**src/cfg_decoder_pkg.sv**
```systemverilog
// Package with register addresses, field positions, lengths and carrier types for the command decoder.
package cfg_decoder_pkg;

    // ==========================================================
    // Register addresses
    // ==========================================================
    localparam logic [7:0] ADDR_RESET_CONTROL      = 8'h01;
    localparam logic [7:0] ADDR_ACTIVITY_LED       = 8'h02;
    localparam logic [7:0] ADDR_POWER_DOWN         = 8'h05;
    localparam logic [7:0] ADDR_OUTPUT_FREQUENCY   = 8'h10;
    localparam logic [7:0] ADDR_OUTPUT_LEVEL       = 8'h11;
    localparam logic [7:0] ADDR_TUNING_MODE        = 8'h12;
    localparam logic [7:0] ADDR_LEVEL_LOOP_MODE    = 8'h13;
    localparam logic [7:0] ADDR_LEVEL_DAC_OVERRIDE = 8'h14;
    localparam logic [7:0] ADDR_REF_CLOCK_CONTROL  = 8'h15;
    localparam logic [7:0] ADDR_REF_TRIM_DAC       = 8'h16;
    localparam logic [7:0] ADDR_USER_NVM_WRITE     = 8'h23;
    localparam logic [7:0] ADDR_OUTPUT_ENABLE      = 8'h26;
    localparam logic [7:0] ADDR_SAVE_POWER_ON      = 8'h28;
    localparam logic [7:0] ADDR_LEVEL_TRACKING_DIS = 8'h29;

    // ==========================================================
    // Data byte counts per register
    // ==========================================================
    localparam logic [2:0] LEN_BYTE1 = 3'h1;
    localparam logic [2:0] LEN_WORD2 = 3'h2;
    localparam logic [2:0] LEN_WORD3 = 3'h3;
    localparam logic [2:0] LEN_WORD5 = 3'h5;
    localparam logic [2:0] LEN_NONE  = 3'h0;

    // ==========================================================
    // Field positions
    // ==========================================================
    localparam int LEVEL_SIGN_BIT     = 15;
    localparam int LEVEL_MAG_MSB      = 14;
    localparam int TUNE_FAST_BIT      = 2;
    localparam int TUNE_STEP_MSB      = 1;
    localparam int REF_HIGH_RATE_BIT  = 2;
    localparam int REF_OUT_EN_BIT     = 1;
    localparam int REF_EXT_LOCK_BIT   = 0;
    localparam int NVM_DATA_MSB       = 7;
    localparam int NVM_ADDR_LSB       = 8;
    localparam int NVM_ADDR_MSB       = 23;
    localparam int DAC_WORD_MSB       = 13;

    // ==========================================================
    // Reset values of the configuration state
    // ==========================================================
    localparam logic [39:0] RST_FREQUENCY = 40'h0000000000;
    localparam logic [15:0] RST_LEVEL     = 16'h0000;
    localparam logic [2:0]  RST_TUNING    = 3'h0;
    localparam logic        RST_OUT_EN    = 1'b1;

    // Tuning step encodings.
    localparam logic [1:0] STEP_COARSE = 2'h0;
    localparam logic [1:0] STEP_MEDIUM = 2'h1;
    localparam logic [1:0] STEP_FINE   = 2'h2;

    // ==========================================================
    // Carrier types
    // ==========================================================
    typedef struct packed {
        logic [39:0] frequency;
        logic        level_negative;
        logic [14:0] level_magnitude;
        logic        fast_tune;
        logic [1:0]  tune_step;
        logic        level_loop_open;
        logic [13:0] level_dac;
        logic        high_rate_ref_select;
        logic        ref_out_enable;
        logic        ext_ref_lock;
        logic [13:0] ref_trim_dac;
        logic        output_enable;
        logic        power_down;
        logic        activity_led;
        logic        level_tracking_off;
    } config_state_t;

    typedef struct packed {
        logic        reset_pulse;
        logic        reset_keep_state;
        logic        save_pulse;
        logic        nvm_write_pulse;
        logic [15:0] nvm_addr;
        logic [7:0]  nvm_data;
        logic        frequency_pulse;
        logic        level_pulse;
    } config_event_t;

    typedef struct packed {
        logic        valid;
        logic [7:0]  addr;
        logic [39:0] data;
    } frame_t;

endpackage

```
**src/frame_assembler.sv**
```systemverilog
// Frame assembler: takes an address byte then MSB-first data bytes and emits one whole frame.
`timescale 1ns/1ps
`default_nettype none

module frame_assembler
(
    input  wire logic                     clk,
    input  wire logic                     rst_b,
    input  wire logic                     byte_valid,
    input  wire logic [7:0]               byte_data,
    input  wire logic                     frame_start,
    output var  cfg_decoder_pkg::frame_t  frame,
    output logic                          unknown_addr
);

    typedef enum {IDLE, DATA} asm_state_t;

    asm_state_t  state_q;
    logic [7:0]  addr_q;
    logic [39:0] shift_q;
    logic [2:0]  left_q;

    // ==========================================================
    // Length decode
    // ==========================================================
    // Every link hands the same byte stream here, so one map serves all.
    function automatic logic [2:0] data_len(input logic [7:0] a);
        case (a)
            cfg_decoder_pkg::ADDR_OUTPUT_FREQUENCY:   data_len = cfg_decoder_pkg::LEN_WORD5;
            cfg_decoder_pkg::ADDR_OUTPUT_LEVEL,
            cfg_decoder_pkg::ADDR_LEVEL_DAC_OVERRIDE,
            cfg_decoder_pkg::ADDR_REF_TRIM_DAC:       data_len = cfg_decoder_pkg::LEN_WORD2;
            cfg_decoder_pkg::ADDR_USER_NVM_WRITE:     data_len = cfg_decoder_pkg::LEN_WORD3;
            cfg_decoder_pkg::ADDR_RESET_CONTROL,
            cfg_decoder_pkg::ADDR_ACTIVITY_LED,
            cfg_decoder_pkg::ADDR_POWER_DOWN,
            cfg_decoder_pkg::ADDR_TUNING_MODE,
            cfg_decoder_pkg::ADDR_LEVEL_LOOP_MODE,
            cfg_decoder_pkg::ADDR_REF_CLOCK_CONTROL,
            cfg_decoder_pkg::ADDR_OUTPUT_ENABLE,
            cfg_decoder_pkg::ADDR_SAVE_POWER_ON,
            cfg_decoder_pkg::ADDR_LEVEL_TRACKING_DIS: data_len = cfg_decoder_pkg::LEN_BYTE1;
            default:                                  data_len = cfg_decoder_pkg::LEN_NONE;
        endcase
    endfunction

    wire logic [2:0]  new_len   = data_len(byte_data);
    wire logic        take_addr = byte_valid && (state_q == IDLE || frame_start);
    wire logic        take_data = byte_valid && state_q == DATA && !frame_start;
    wire logic [39:0] shifted   = {shift_q[31:0], byte_data};
    wire logic        last_byte = take_data && left_q == 3'h1;

    // ==========================================================
    // Byte sequencing
    // ==========================================================
    // Data shifts in from the bottom, so the first byte ends on top.
    // A frame_start pulse abandons a short frame rather than merging two.
    always_ff @(posedge clk or negedge rst_b)
    begin
        if (!rst_b)
        begin
            state_q      <= IDLE;
            addr_q       <= 8'h00;
            shift_q      <= 40'h0000000000;
            left_q       <= 3'h0;
            frame        <= '0;
            unknown_addr <= 1'b0;
        end
        else
        begin
            frame.valid  <= last_byte;
            unknown_addr <= take_addr && new_len == cfg_decoder_pkg::LEN_NONE;
            if (take_addr)
            begin
                addr_q  <= byte_data;
                left_q  <= new_len;
                shift_q <= 40'h0000000000;
                state_q <= (new_len == cfg_decoder_pkg::LEN_NONE) ? IDLE : DATA;
            end
            else if (take_data)
            begin
                shift_q <= shifted;
                left_q  <= left_q - 3'h1;
                if (last_byte)
                begin
                    frame.addr <= addr_q;
                    frame.data <= shifted;
                    state_q    <= IDLE;
                end
            end
        end
    end

endmodule

`default_nettype wire

```
**src/rf_source_config_command_decoder.sv**
```systemverilog
// Configuration command decoder for an RF signal source: byte stream in, configuration state out.
`timescale 1ns/1ps
`default_nettype none

module rf_source_config_command_decoder
(
    input  wire logic                            clk,
    input  wire logic                            rst_b,
    input  wire logic                            byte_valid,
    input  wire logic [7:0]                      byte_data,
    input  wire logic                            frame_start,
    output var  cfg_decoder_pkg::config_state_t  config_state,
    output var  cfg_decoder_pkg::config_event_t  config_event,
    output logic                                 unknown_addr
);

    cfg_decoder_pkg::frame_t frame;
    logic                    unknown_int;
    logic                    valid_q;
    logic [7:0]              byte_q;
    logic                    start_q;

    // ==========================================================
    // Input staging
    // ==========================================================
    // The link front end sits on this clock, so one register stage only eases timing.
    always_ff @(posedge clk or negedge rst_b)
    begin
        if (!rst_b)
        begin
            valid_q <= 1'b0;
            byte_q  <= 8'h00;
            start_q <= 1'b0;
        end
        else
        begin
            valid_q <= byte_valid;
            byte_q  <= byte_data;
            start_q <= frame_start;
        end
    end

    // Same assembler whatever link delivered the bytes.
    frame_assembler frame_assembler_i
    (
        .clk          (clk),
        .rst_b        (rst_b),
        .byte_valid   (valid_q),
        .byte_data    (byte_q),
        .frame_start  (start_q),
        .frame        (frame),
        .unknown_addr (unknown_int)
    );

    // ==========================================================
    // Address decode
    // ==========================================================
    // The byte count is fixed per register, so a short host frame takes the following bytes as data unless frame_start abandons it.
    wire logic hit_reset  = frame.valid && frame.addr == cfg_decoder_pkg::ADDR_RESET_CONTROL;
    wire logic hit_led    = frame.valid && frame.addr == cfg_decoder_pkg::ADDR_ACTIVITY_LED;
    wire logic hit_pdown  = frame.valid && frame.addr == cfg_decoder_pkg::ADDR_POWER_DOWN;
    wire logic hit_freq   = frame.valid && frame.addr == cfg_decoder_pkg::ADDR_OUTPUT_FREQUENCY;
    wire logic hit_level  = frame.valid && frame.addr == cfg_decoder_pkg::ADDR_OUTPUT_LEVEL;
    wire logic hit_tune   = frame.valid && frame.addr == cfg_decoder_pkg::ADDR_TUNING_MODE;
    wire logic hit_loop   = frame.valid && frame.addr == cfg_decoder_pkg::ADDR_LEVEL_LOOP_MODE;
    wire logic hit_ldac   = frame.valid && frame.addr == cfg_decoder_pkg::ADDR_LEVEL_DAC_OVERRIDE;
    wire logic hit_ref    = frame.valid && frame.addr == cfg_decoder_pkg::ADDR_REF_CLOCK_CONTROL;
    wire logic hit_trim   = frame.valid && frame.addr == cfg_decoder_pkg::ADDR_REF_TRIM_DAC;
    wire logic hit_nvm    = frame.valid && frame.addr == cfg_decoder_pkg::ADDR_USER_NVM_WRITE;
    wire logic hit_outen  = frame.valid && frame.addr == cfg_decoder_pkg::ADDR_OUTPUT_ENABLE;
    wire logic hit_save   = frame.valid && frame.addr == cfg_decoder_pkg::ADDR_SAVE_POWER_ON;
    wire logic hit_track  = frame.valid && frame.addr == cfg_decoder_pkg::ADDR_LEVEL_TRACKING_DIS;
    wire logic [7:0] lsb  = frame.data[7:0];
    wire logic [15:0] w16 = frame.data[15:0];

    // ==========================================================
    // Configuration state
    // ==========================================================
    // Write-only state: there is no read path at all, status leaves by other means.
    always_ff @(posedge clk or negedge rst_b)
    begin
        if (!rst_b)
        begin
            config_state                 <= '0;
            config_state.frequency       <= cfg_decoder_pkg::RST_FREQUENCY;
            config_state.output_enable   <= cfg_decoder_pkg::RST_OUT_EN;
            {config_state.fast_tune, config_state.tune_step} <= cfg_decoder_pkg::RST_TUNING;
        end
        else
        begin
            if (hit_freq)
                config_state.frequency <= frame.data;
            if (hit_level)
            begin
                config_state.level_negative  <= w16[cfg_decoder_pkg::LEVEL_SIGN_BIT];
                config_state.level_magnitude <= w16[cfg_decoder_pkg::LEVEL_MAG_MSB:0];
            end
            if (hit_tune)
            begin
                config_state.fast_tune <= lsb[cfg_decoder_pkg::TUNE_FAST_BIT];
                config_state.tune_step <= lsb[cfg_decoder_pkg::TUNE_STEP_MSB:0];
            end
            if (hit_ref)
            begin
                config_state.high_rate_ref_select <= lsb[cfg_decoder_pkg::REF_HIGH_RATE_BIT];
                config_state.ref_out_enable       <= lsb[cfg_decoder_pkg::REF_OUT_EN_BIT];
                config_state.ext_ref_lock         <= lsb[cfg_decoder_pkg::REF_EXT_LOCK_BIT];
            end
            if (hit_ldac)
                config_state.level_dac <= w16[cfg_decoder_pkg::DAC_WORD_MSB:0];
            if (hit_trim)
                config_state.ref_trim_dac <= w16[cfg_decoder_pkg::DAC_WORD_MSB:0];
            // Single-bit controls look at bit 0 only.
            if (hit_loop)
                config_state.level_loop_open <= lsb[0];
            if (hit_outen)
                config_state.output_enable <= lsb[0];
            if (hit_pdown)
                config_state.power_down <= lsb[0];
            if (hit_led)
                config_state.activity_led <= lsb[0];
            if (hit_track)
                config_state.level_tracking_off <= lsb[0];
        end
    end

    // ==========================================================
    // One-cycle command events
    // ==========================================================
    // Actions that the rest of the device carries out leave as pulses with their operands held.
    always_ff @(posedge clk or negedge rst_b)
    begin
        if (!rst_b)
        begin
            config_event <= '0;
            unknown_addr <= 1'b0;
        end
        else
        begin
            unknown_addr                  <= unknown_int;
            config_event.reset_pulse      <= hit_reset;
            config_event.save_pulse       <= hit_save;
            config_event.nvm_write_pulse  <= hit_nvm;
            config_event.frequency_pulse  <= hit_freq;
            config_event.level_pulse      <= hit_level;
            if (hit_reset)
                config_event.reset_keep_state <= lsb[0];
            if (hit_nvm)
            begin
                config_event.nvm_addr <= frame.data[cfg_decoder_pkg::NVM_ADDR_MSB:cfg_decoder_pkg::NVM_ADDR_LSB];
                config_event.nvm_data <= frame.data[cfg_decoder_pkg::NVM_DATA_MSB:0];
            end
        end
    end

endmodule

`default_nettype wire

```
**config.mk**
```make
export PLATFORM = sky130hd
export DESIGN_NAME = rf_source_config_command_decoder
export DESIGN_NICKNAME = d
export VERILOG_FILES = /design/src/cfg_decoder_pkg.sv /design/src/frame_assembler.sv /design/src/rf_source_config_command_decoder.sv
export SDC_FILE = /design/constraint.sdc
export NUM_CORES = 1
export LEC_CHECK = 0
export BUFFER_PORTS_ARGS = -buffer_cell sky130_fd_sc_hd__buf_2
export CORE_ASPECT_RATIO = 2
export CORE_MARGIN = 2
export CORE_UTILIZATION = 51
export CTS_CLUSTER_DIAMETER = 80
export DETAILED_ROUTE_END_ITERATION = 12
export PLACE_DENSITY = 0.75
export SLEW_MARGIN = 0
export SYNTH_ARGS = -nofsm -noshare
export SYNTH_HDL_FRONTEND = slang
export SYNTH_SLANG_ARGS = --single-unit
```
**constraint.sdc**
```tcl
create_clock -name clk -period 2.4 [get_ports clk]
set_clock_uncertainty 0.15 [all_clocks]
set_input_delay 0.36 -clock clk [delete_from_list [all_inputs] [get_ports clk]]
set_output_delay 0.36 -clock clk [all_outputs]
set_load 0.05 [all_outputs]
```
Word-level counts from Yosys, hierarchy flattened

Memory sizes are Yosys's and may differ from the RTL's.
Cells that the tools add are included.

Add/subtract/negate cells: 1
Equal/unequal tests: 16
Muxes and demuxes: 9
Bitwise gates (word level): 1
Reduce and logical (&&, ||, !) cells: 28

Operators with widths:

| kind                                             | number |
|---|---|
| two-way mux 32 bit                               | 5 |
| == test 8 x 5 -> 1 bit, second input constant    | 7 |
| == test 32 x 2 -> 1 bit, second input constant   | 1 |
| == test 8 x 6 -> 1 bit, second input constant    | 4 |
| logical NOT 32 bit                               | 1 |
| logical AND 1 bit                                | 19 |
| two-way mux 3 bit                                | 3 |
| == test 8 x 1 -> 1 bit, second input constant    | 1 |
| == test 8 x 2 -> 1 bit, second input constant    | 1 |
| == test 8 x 3 -> 1 bit, second input constant    | 1 |
| nonzero test 2 bit                               | 2 |
| == test 3 x 1 -> 1 bit, second input constant    | 1 |
| logical NOT 3 bit                                | 1 |
| AND reduction 3 bit                              | 1 |
| subtractor 3 x 1 -> 3 bit, second input constant | 1 |
| logical NOT 2 bit                                | 1 |
| AND reduction 2 bit                              | 1 |
| logical NOT 1 bit                                | 1 |
| logical OR 1 bit                                 | 1 |
| two-way mux 1 bit                                | 1 |
| NOT 1 bit                                        | 1 |

Register bits: 261
ROM bits: 192
Bits of input ports: 12
Output and inout port bits: 126
Word-level logic and storage cells: 91
Memories kept: 1

Memories:

| name            | depth | width | rd ports | clocked after memory_dff | wr ports | RTL line              | text |
|---|---|---|---|---|---|---|---|
| (no name shown) | 64    | 3     | 1        | 0                        | 0        | frame_assembler.sv:28 | `case (a)` |

Logic depth before layout (Yosys ltp)

Depth in word-level cells: 7
Gate-level depth with buffers: 7
Depth with buffers taken out: 7

By module

Synthesis repeated with hierarchy kept, for this count alone.

Cell total of the unflattened synthesis: 590
Area, all modules: 8957.3 µm²

Modules (own cells, without submodules):

| module                           | instances | cells an instance | area an instance (µm²) | seq. area each (µm²) |
|---|---|---|---|---|
| rf_source_config_command_decoder | 1         | 296               | 5049.8                 | 3404.5 |
| frame_assembler                  | 1         | 294               | 3907.5                 | 2352.3 |

Worst setup path after synthesis

No wires, ideal clock.

Path kind: reg-to-reg
From: register frame_assembler_i.frame[47] (netlist name)
To: register config_event[18] (netlist name)
Setup time: 125 ps
Arrival time: 1973 ps
Required time: 2125 ps
Setup slack: 152 ps
Cell stages (with the launch flop): 8
Path buffers: 2
Clock period less this slack: 2248 ps
Cell sequence: dfrtp_1 or3b_1 nor2_1 nand2_1 or4_1 buf_6 buf_6 mux2_4

Word-level cells in the longest chain between the ends: 2

RTL lines:

| element                | RTL line                               | text |
|---|---|---|
| == test 8 x 6 -> 1 bit | rf_source_config_command_decoder.sv:69 | `wire logic hit_nvm = frame.valid && frame.addr == cfg_decoder_pkg::ADDR_USER_NVM_WRITE;` |
| logical AND 1 bit      | rf_source_config_command_decoder.sv:69 |  |
| end, declared          | rf_source_config_command_decoder.sv:13 | `output var cfg_decoder_pkg::config_event_t config_event,` |

No other way between the ends.
A chain may end at the register's enable or synchronous reset.

Final worst setup path

From: register frame_assembler_i.frame[47] (netlist name)
To: register config_state[76] (netlist name)

Word-level cells in the longest chain between the ends: 2

RTL lines:

| element                | RTL line                               | text |
|---|---|---|
| == test 8 x 5 -> 1 bit | rf_source_config_command_decoder.sv:62 | `wire logic hit_freq = frame.valid && frame.addr == cfg_decoder_pkg::ADDR_OUTPUT_FREQUENCY;` |
| logical AND 1 bit      | rf_source_config_command_decoder.sv:62 |  |
| end, declared          | rf_source_config_command_decoder.sv:12 | `output var cfg_decoder_pkg::config_state_t config_state,` |

No other way between the ends.

==> impl_metrics.json <==
{
  "outcome": "finished, final reports clean",
  "n_antenna_cell": 0,
  "die_x_um": 96.5,
  "path_clk_slew_ps": 70,
  "holdWs_ps": 208,
  "syn_area_um2": 8720,
  "nFillCells": 1265,
  "setup_viol_count_final": 0,
  "first_global_vias": 5558,
  "routedWlPerCell_um": 20.4,
  "grtUsageTotal": 0.219,
  "grt_overflow": 0,
  "grt_first_pass_wirelength_mm": 30.7,
  "fmax_mhz": 423,
  "ys_seq_area_frac": 0.660,
  "synth_top_cell_by_area": "dfrtp_1",
  "cts_buffers": 20,
  "synthArstFlopShare": 1.00,
  "startpoint": "frame_assembler_i.frame[47]",
  "root_buffer": "clkbuf_16",
  "combPwrFrac": 0.030,
  "dpl.cell_count": 894,
  "rsz0062_at_grt": "true",
  "synthToLayoutAreaGrowth_pct": 22.7,
  "io_pins": 138,
  "syn_avg_cell_area_um2": 15.6,
  "layout-drive-gt1-share": 0.473,
  "first_pass_iters": 4,
  "vias": 5194,
  "clk-insertion-delay-late_ps": 490,
  "intPower_w": 0.00617,
  "drc": 0,
  "start_util": 0.520,
  "switching_power_w": 0.00158,
  "grt_max_degree": 61,
  "maxCapViolCount": 0,
  "portBuffers": 137,
  "dieArea_um2": 18200,
  "synth.net_count": 579,
  "min_path_type": "in -> async",
  "synthFlopType": "dfrtp_1",
  "ys_types": 41,
  "hpwlAfterDp_mm": 13.3,
  "gp_congestion": 0.859,
  "r2r_start": "frame_assembler_i.frame[47]",
  "switching_share": 0.204,
  "critPathKind": "reg -> reg",
  "htree_num_levels": 1,
  "vdd_drop_max_mv": 0.659,
  "wl_mm": 19.2,
  "cellLeakagePower_nw": 5.92,
  "setup_ws_ps": 34.1,
  "synth_edf_count": 0,
  "finalCriticalPeriod_ps": 2370,
  "max_slew_margin": 0.609,
  "instances_no_fill": 941,
  "setup_tns_ps": 0,
  "hold_viol_final": 0,
  "die_h_um": 189,
  "drtIter0Drc": 192,
  "nets": 739,
  "synth_top_area_share": 0.657,
  "synth_warnings": 0,
  "p_seq_frac": 0.514,
  "clock_sinks": 230,
  "coreArea_um2": 16800,
  "finalMaxSlewViolations": 0,
  "synth_area_leaders": "dfrtp_1 66%, mux2_2 15%, mux2_1 5.3%",
  "critPathArrivalTime_ps": 2580,
  "synth_seq_cells": 230,
  "worstPathRequired_ps": 2610,
  "ant_nets": 0,
  "yosysMostFrequentCell": "dfrtp_1",
  "power_density_nw_per_um2": 724,
  "synth_cells": 560,
  "viasPerCell": 5.52,
  "min_period_over_period": 0.986,
  "worst_pin_slew_ps": 585,
  "row_count": 67,
  "cp-end-kind": "flop",
  "clkPwrFrac": 0.456,
  "synth_common_cells": "229 x dfrtp_1, 119 x mux2_2, 41 x mux2_1, 32 x a22o_1, 19 x nor2_1",
  "start_kind": "flop",
  "pre_cts_ws_ps": -14.0,
  "worstPathMaxFanout": 22,
  "grt_antenna_before_repair": 0,
  "cts_tree": "built",
  "cts_buffer_depth": 3
}
-- what timing repair did --
action	CTS	global route
setup endpoints to repair	11	78
pin swaps	0	1
setup buffers	0	0
endpoints found under the hold margin	61	0
gates resized for setup	1	20
hold buffers	11	0
-- layout make-up --
| class | count | area, µm² | area share |
|---|---|---|---|
| Sequential cell | 230 | 5760 | 0.538 |
| Multi-Input combinational cell | 295 | 2880 | 0.269 |
| Timing Repair Buffer | 163 | 1020 | 0.0951 |
| Clock buffer | 29 | 636 | 0.0594 |
| Tap cell | 207 | 259 | 0.0242 |
| Clock inverter | 7 | 113 | 0.0105 |
| Inverter | 10 | 37.5 | 0.00351 |
-- placed cells by master, fill, tap and decap left out, types with 4 or more instances in the layout --
master         netlist  final
a21oi_1              4      4
a22o_1              32     32
buf_12               0      8
buf_2                6    136
buf_4                1      7
clkbuf_16            0     21
clkbuf_8             0      8
dfrtp_1            229    229
dlygate4sd3_1        0     11
ha_1                 7      7
inv_1                9      9
mux2_1              41     25
mux2_2             119    119
mux2_4              10     26
nand2_1             17     15
nand2b_1             6      6
nor2_1              19     18
o21ai_0              9      9
-- metrics by stage --
step                      utilization  power (W)  cell area [µm²]
after CTS                       0.634    0.00782            10600
after global placement          0.583    0.00427             9770
after global routing            0.638    0.00802            10700
after detailed placement        0.583    0.00428             9770
final                           0.638    0.00775            10700
after floorplan                     -    0.00413             8720
-- power groups by stage --
stage	Clock, W	Combinational, W	Sequential (W)
detailed placement	0	0.000221	0.00406
global placement	0	0.000210	0.00406
floorplan	0	0.0000922	0.00404
global route	0.00376	0.000265	0.00399
finish	0.00353	0.000232	0.00399
CTS	0.00359	0.000236	0.00399
-- cell families (layout without fill, tap and decap cells) --
| family | after synthesis | count (layout) | share of synthesized area |
|---|---|---|---|
| buffers and inverters | 35 | 209 | 0.0189 |
| AND/OR/NAND/NOR | 64 | 64 | 0.0386 |
| adder cells (fa/ha/maj) | 7 | 7 | 0.0100 |
| flip-flops | 230 | 230 | 0.660 |
| multiplexers | 170 | 170 | 0.224 |
| AO/OA/AOI/OAI | 54 | 54 | 0.0485 |
-- layer usage --
metal | part of all wire | track usage | routed length (µm)
met4 | 0.026 | 0.0661 | 505
met3 | 0.038 | 0.0290 | 736
met5 | 0 | 0 | 0
met2 | 0.58 | 0.407 | 11100
met1 | 0.35 | 0.255 | 6780
-- flip-flops by register name, indices dropped and copies added (netlist names), 3 cells and up --
register,cells
byte_q,8
config_event,30
config_state,95
frame_assembler_i.addr_q,8
frame_assembler_i.frame,49
frame_assembler_i.left_q,3
frame_assembler_i.shift_q,32
-- worst paths after layout --
check,depth (start not counted),slack [ps],endpoint
worst max-delay path,6,30,config_state[76]
worst min-delay path,2,210,config_event[21]
worst max register to register,6,30,config_state[76]
worst min register to register,0,210,unknown_addr
max in group asynchronous,3,1120,config_state[44]
min in group clk,0,210,unknown_addr
-- critical path, cell delays in order (launching register included) --
cell     delay (ps)
dfrtp_1         380
or3b_4          410
or3b_4          430
nor3_4          210
nand2_4         120
buf_12          200
mux2_1          330
Power figures use the tool's default switching activity.
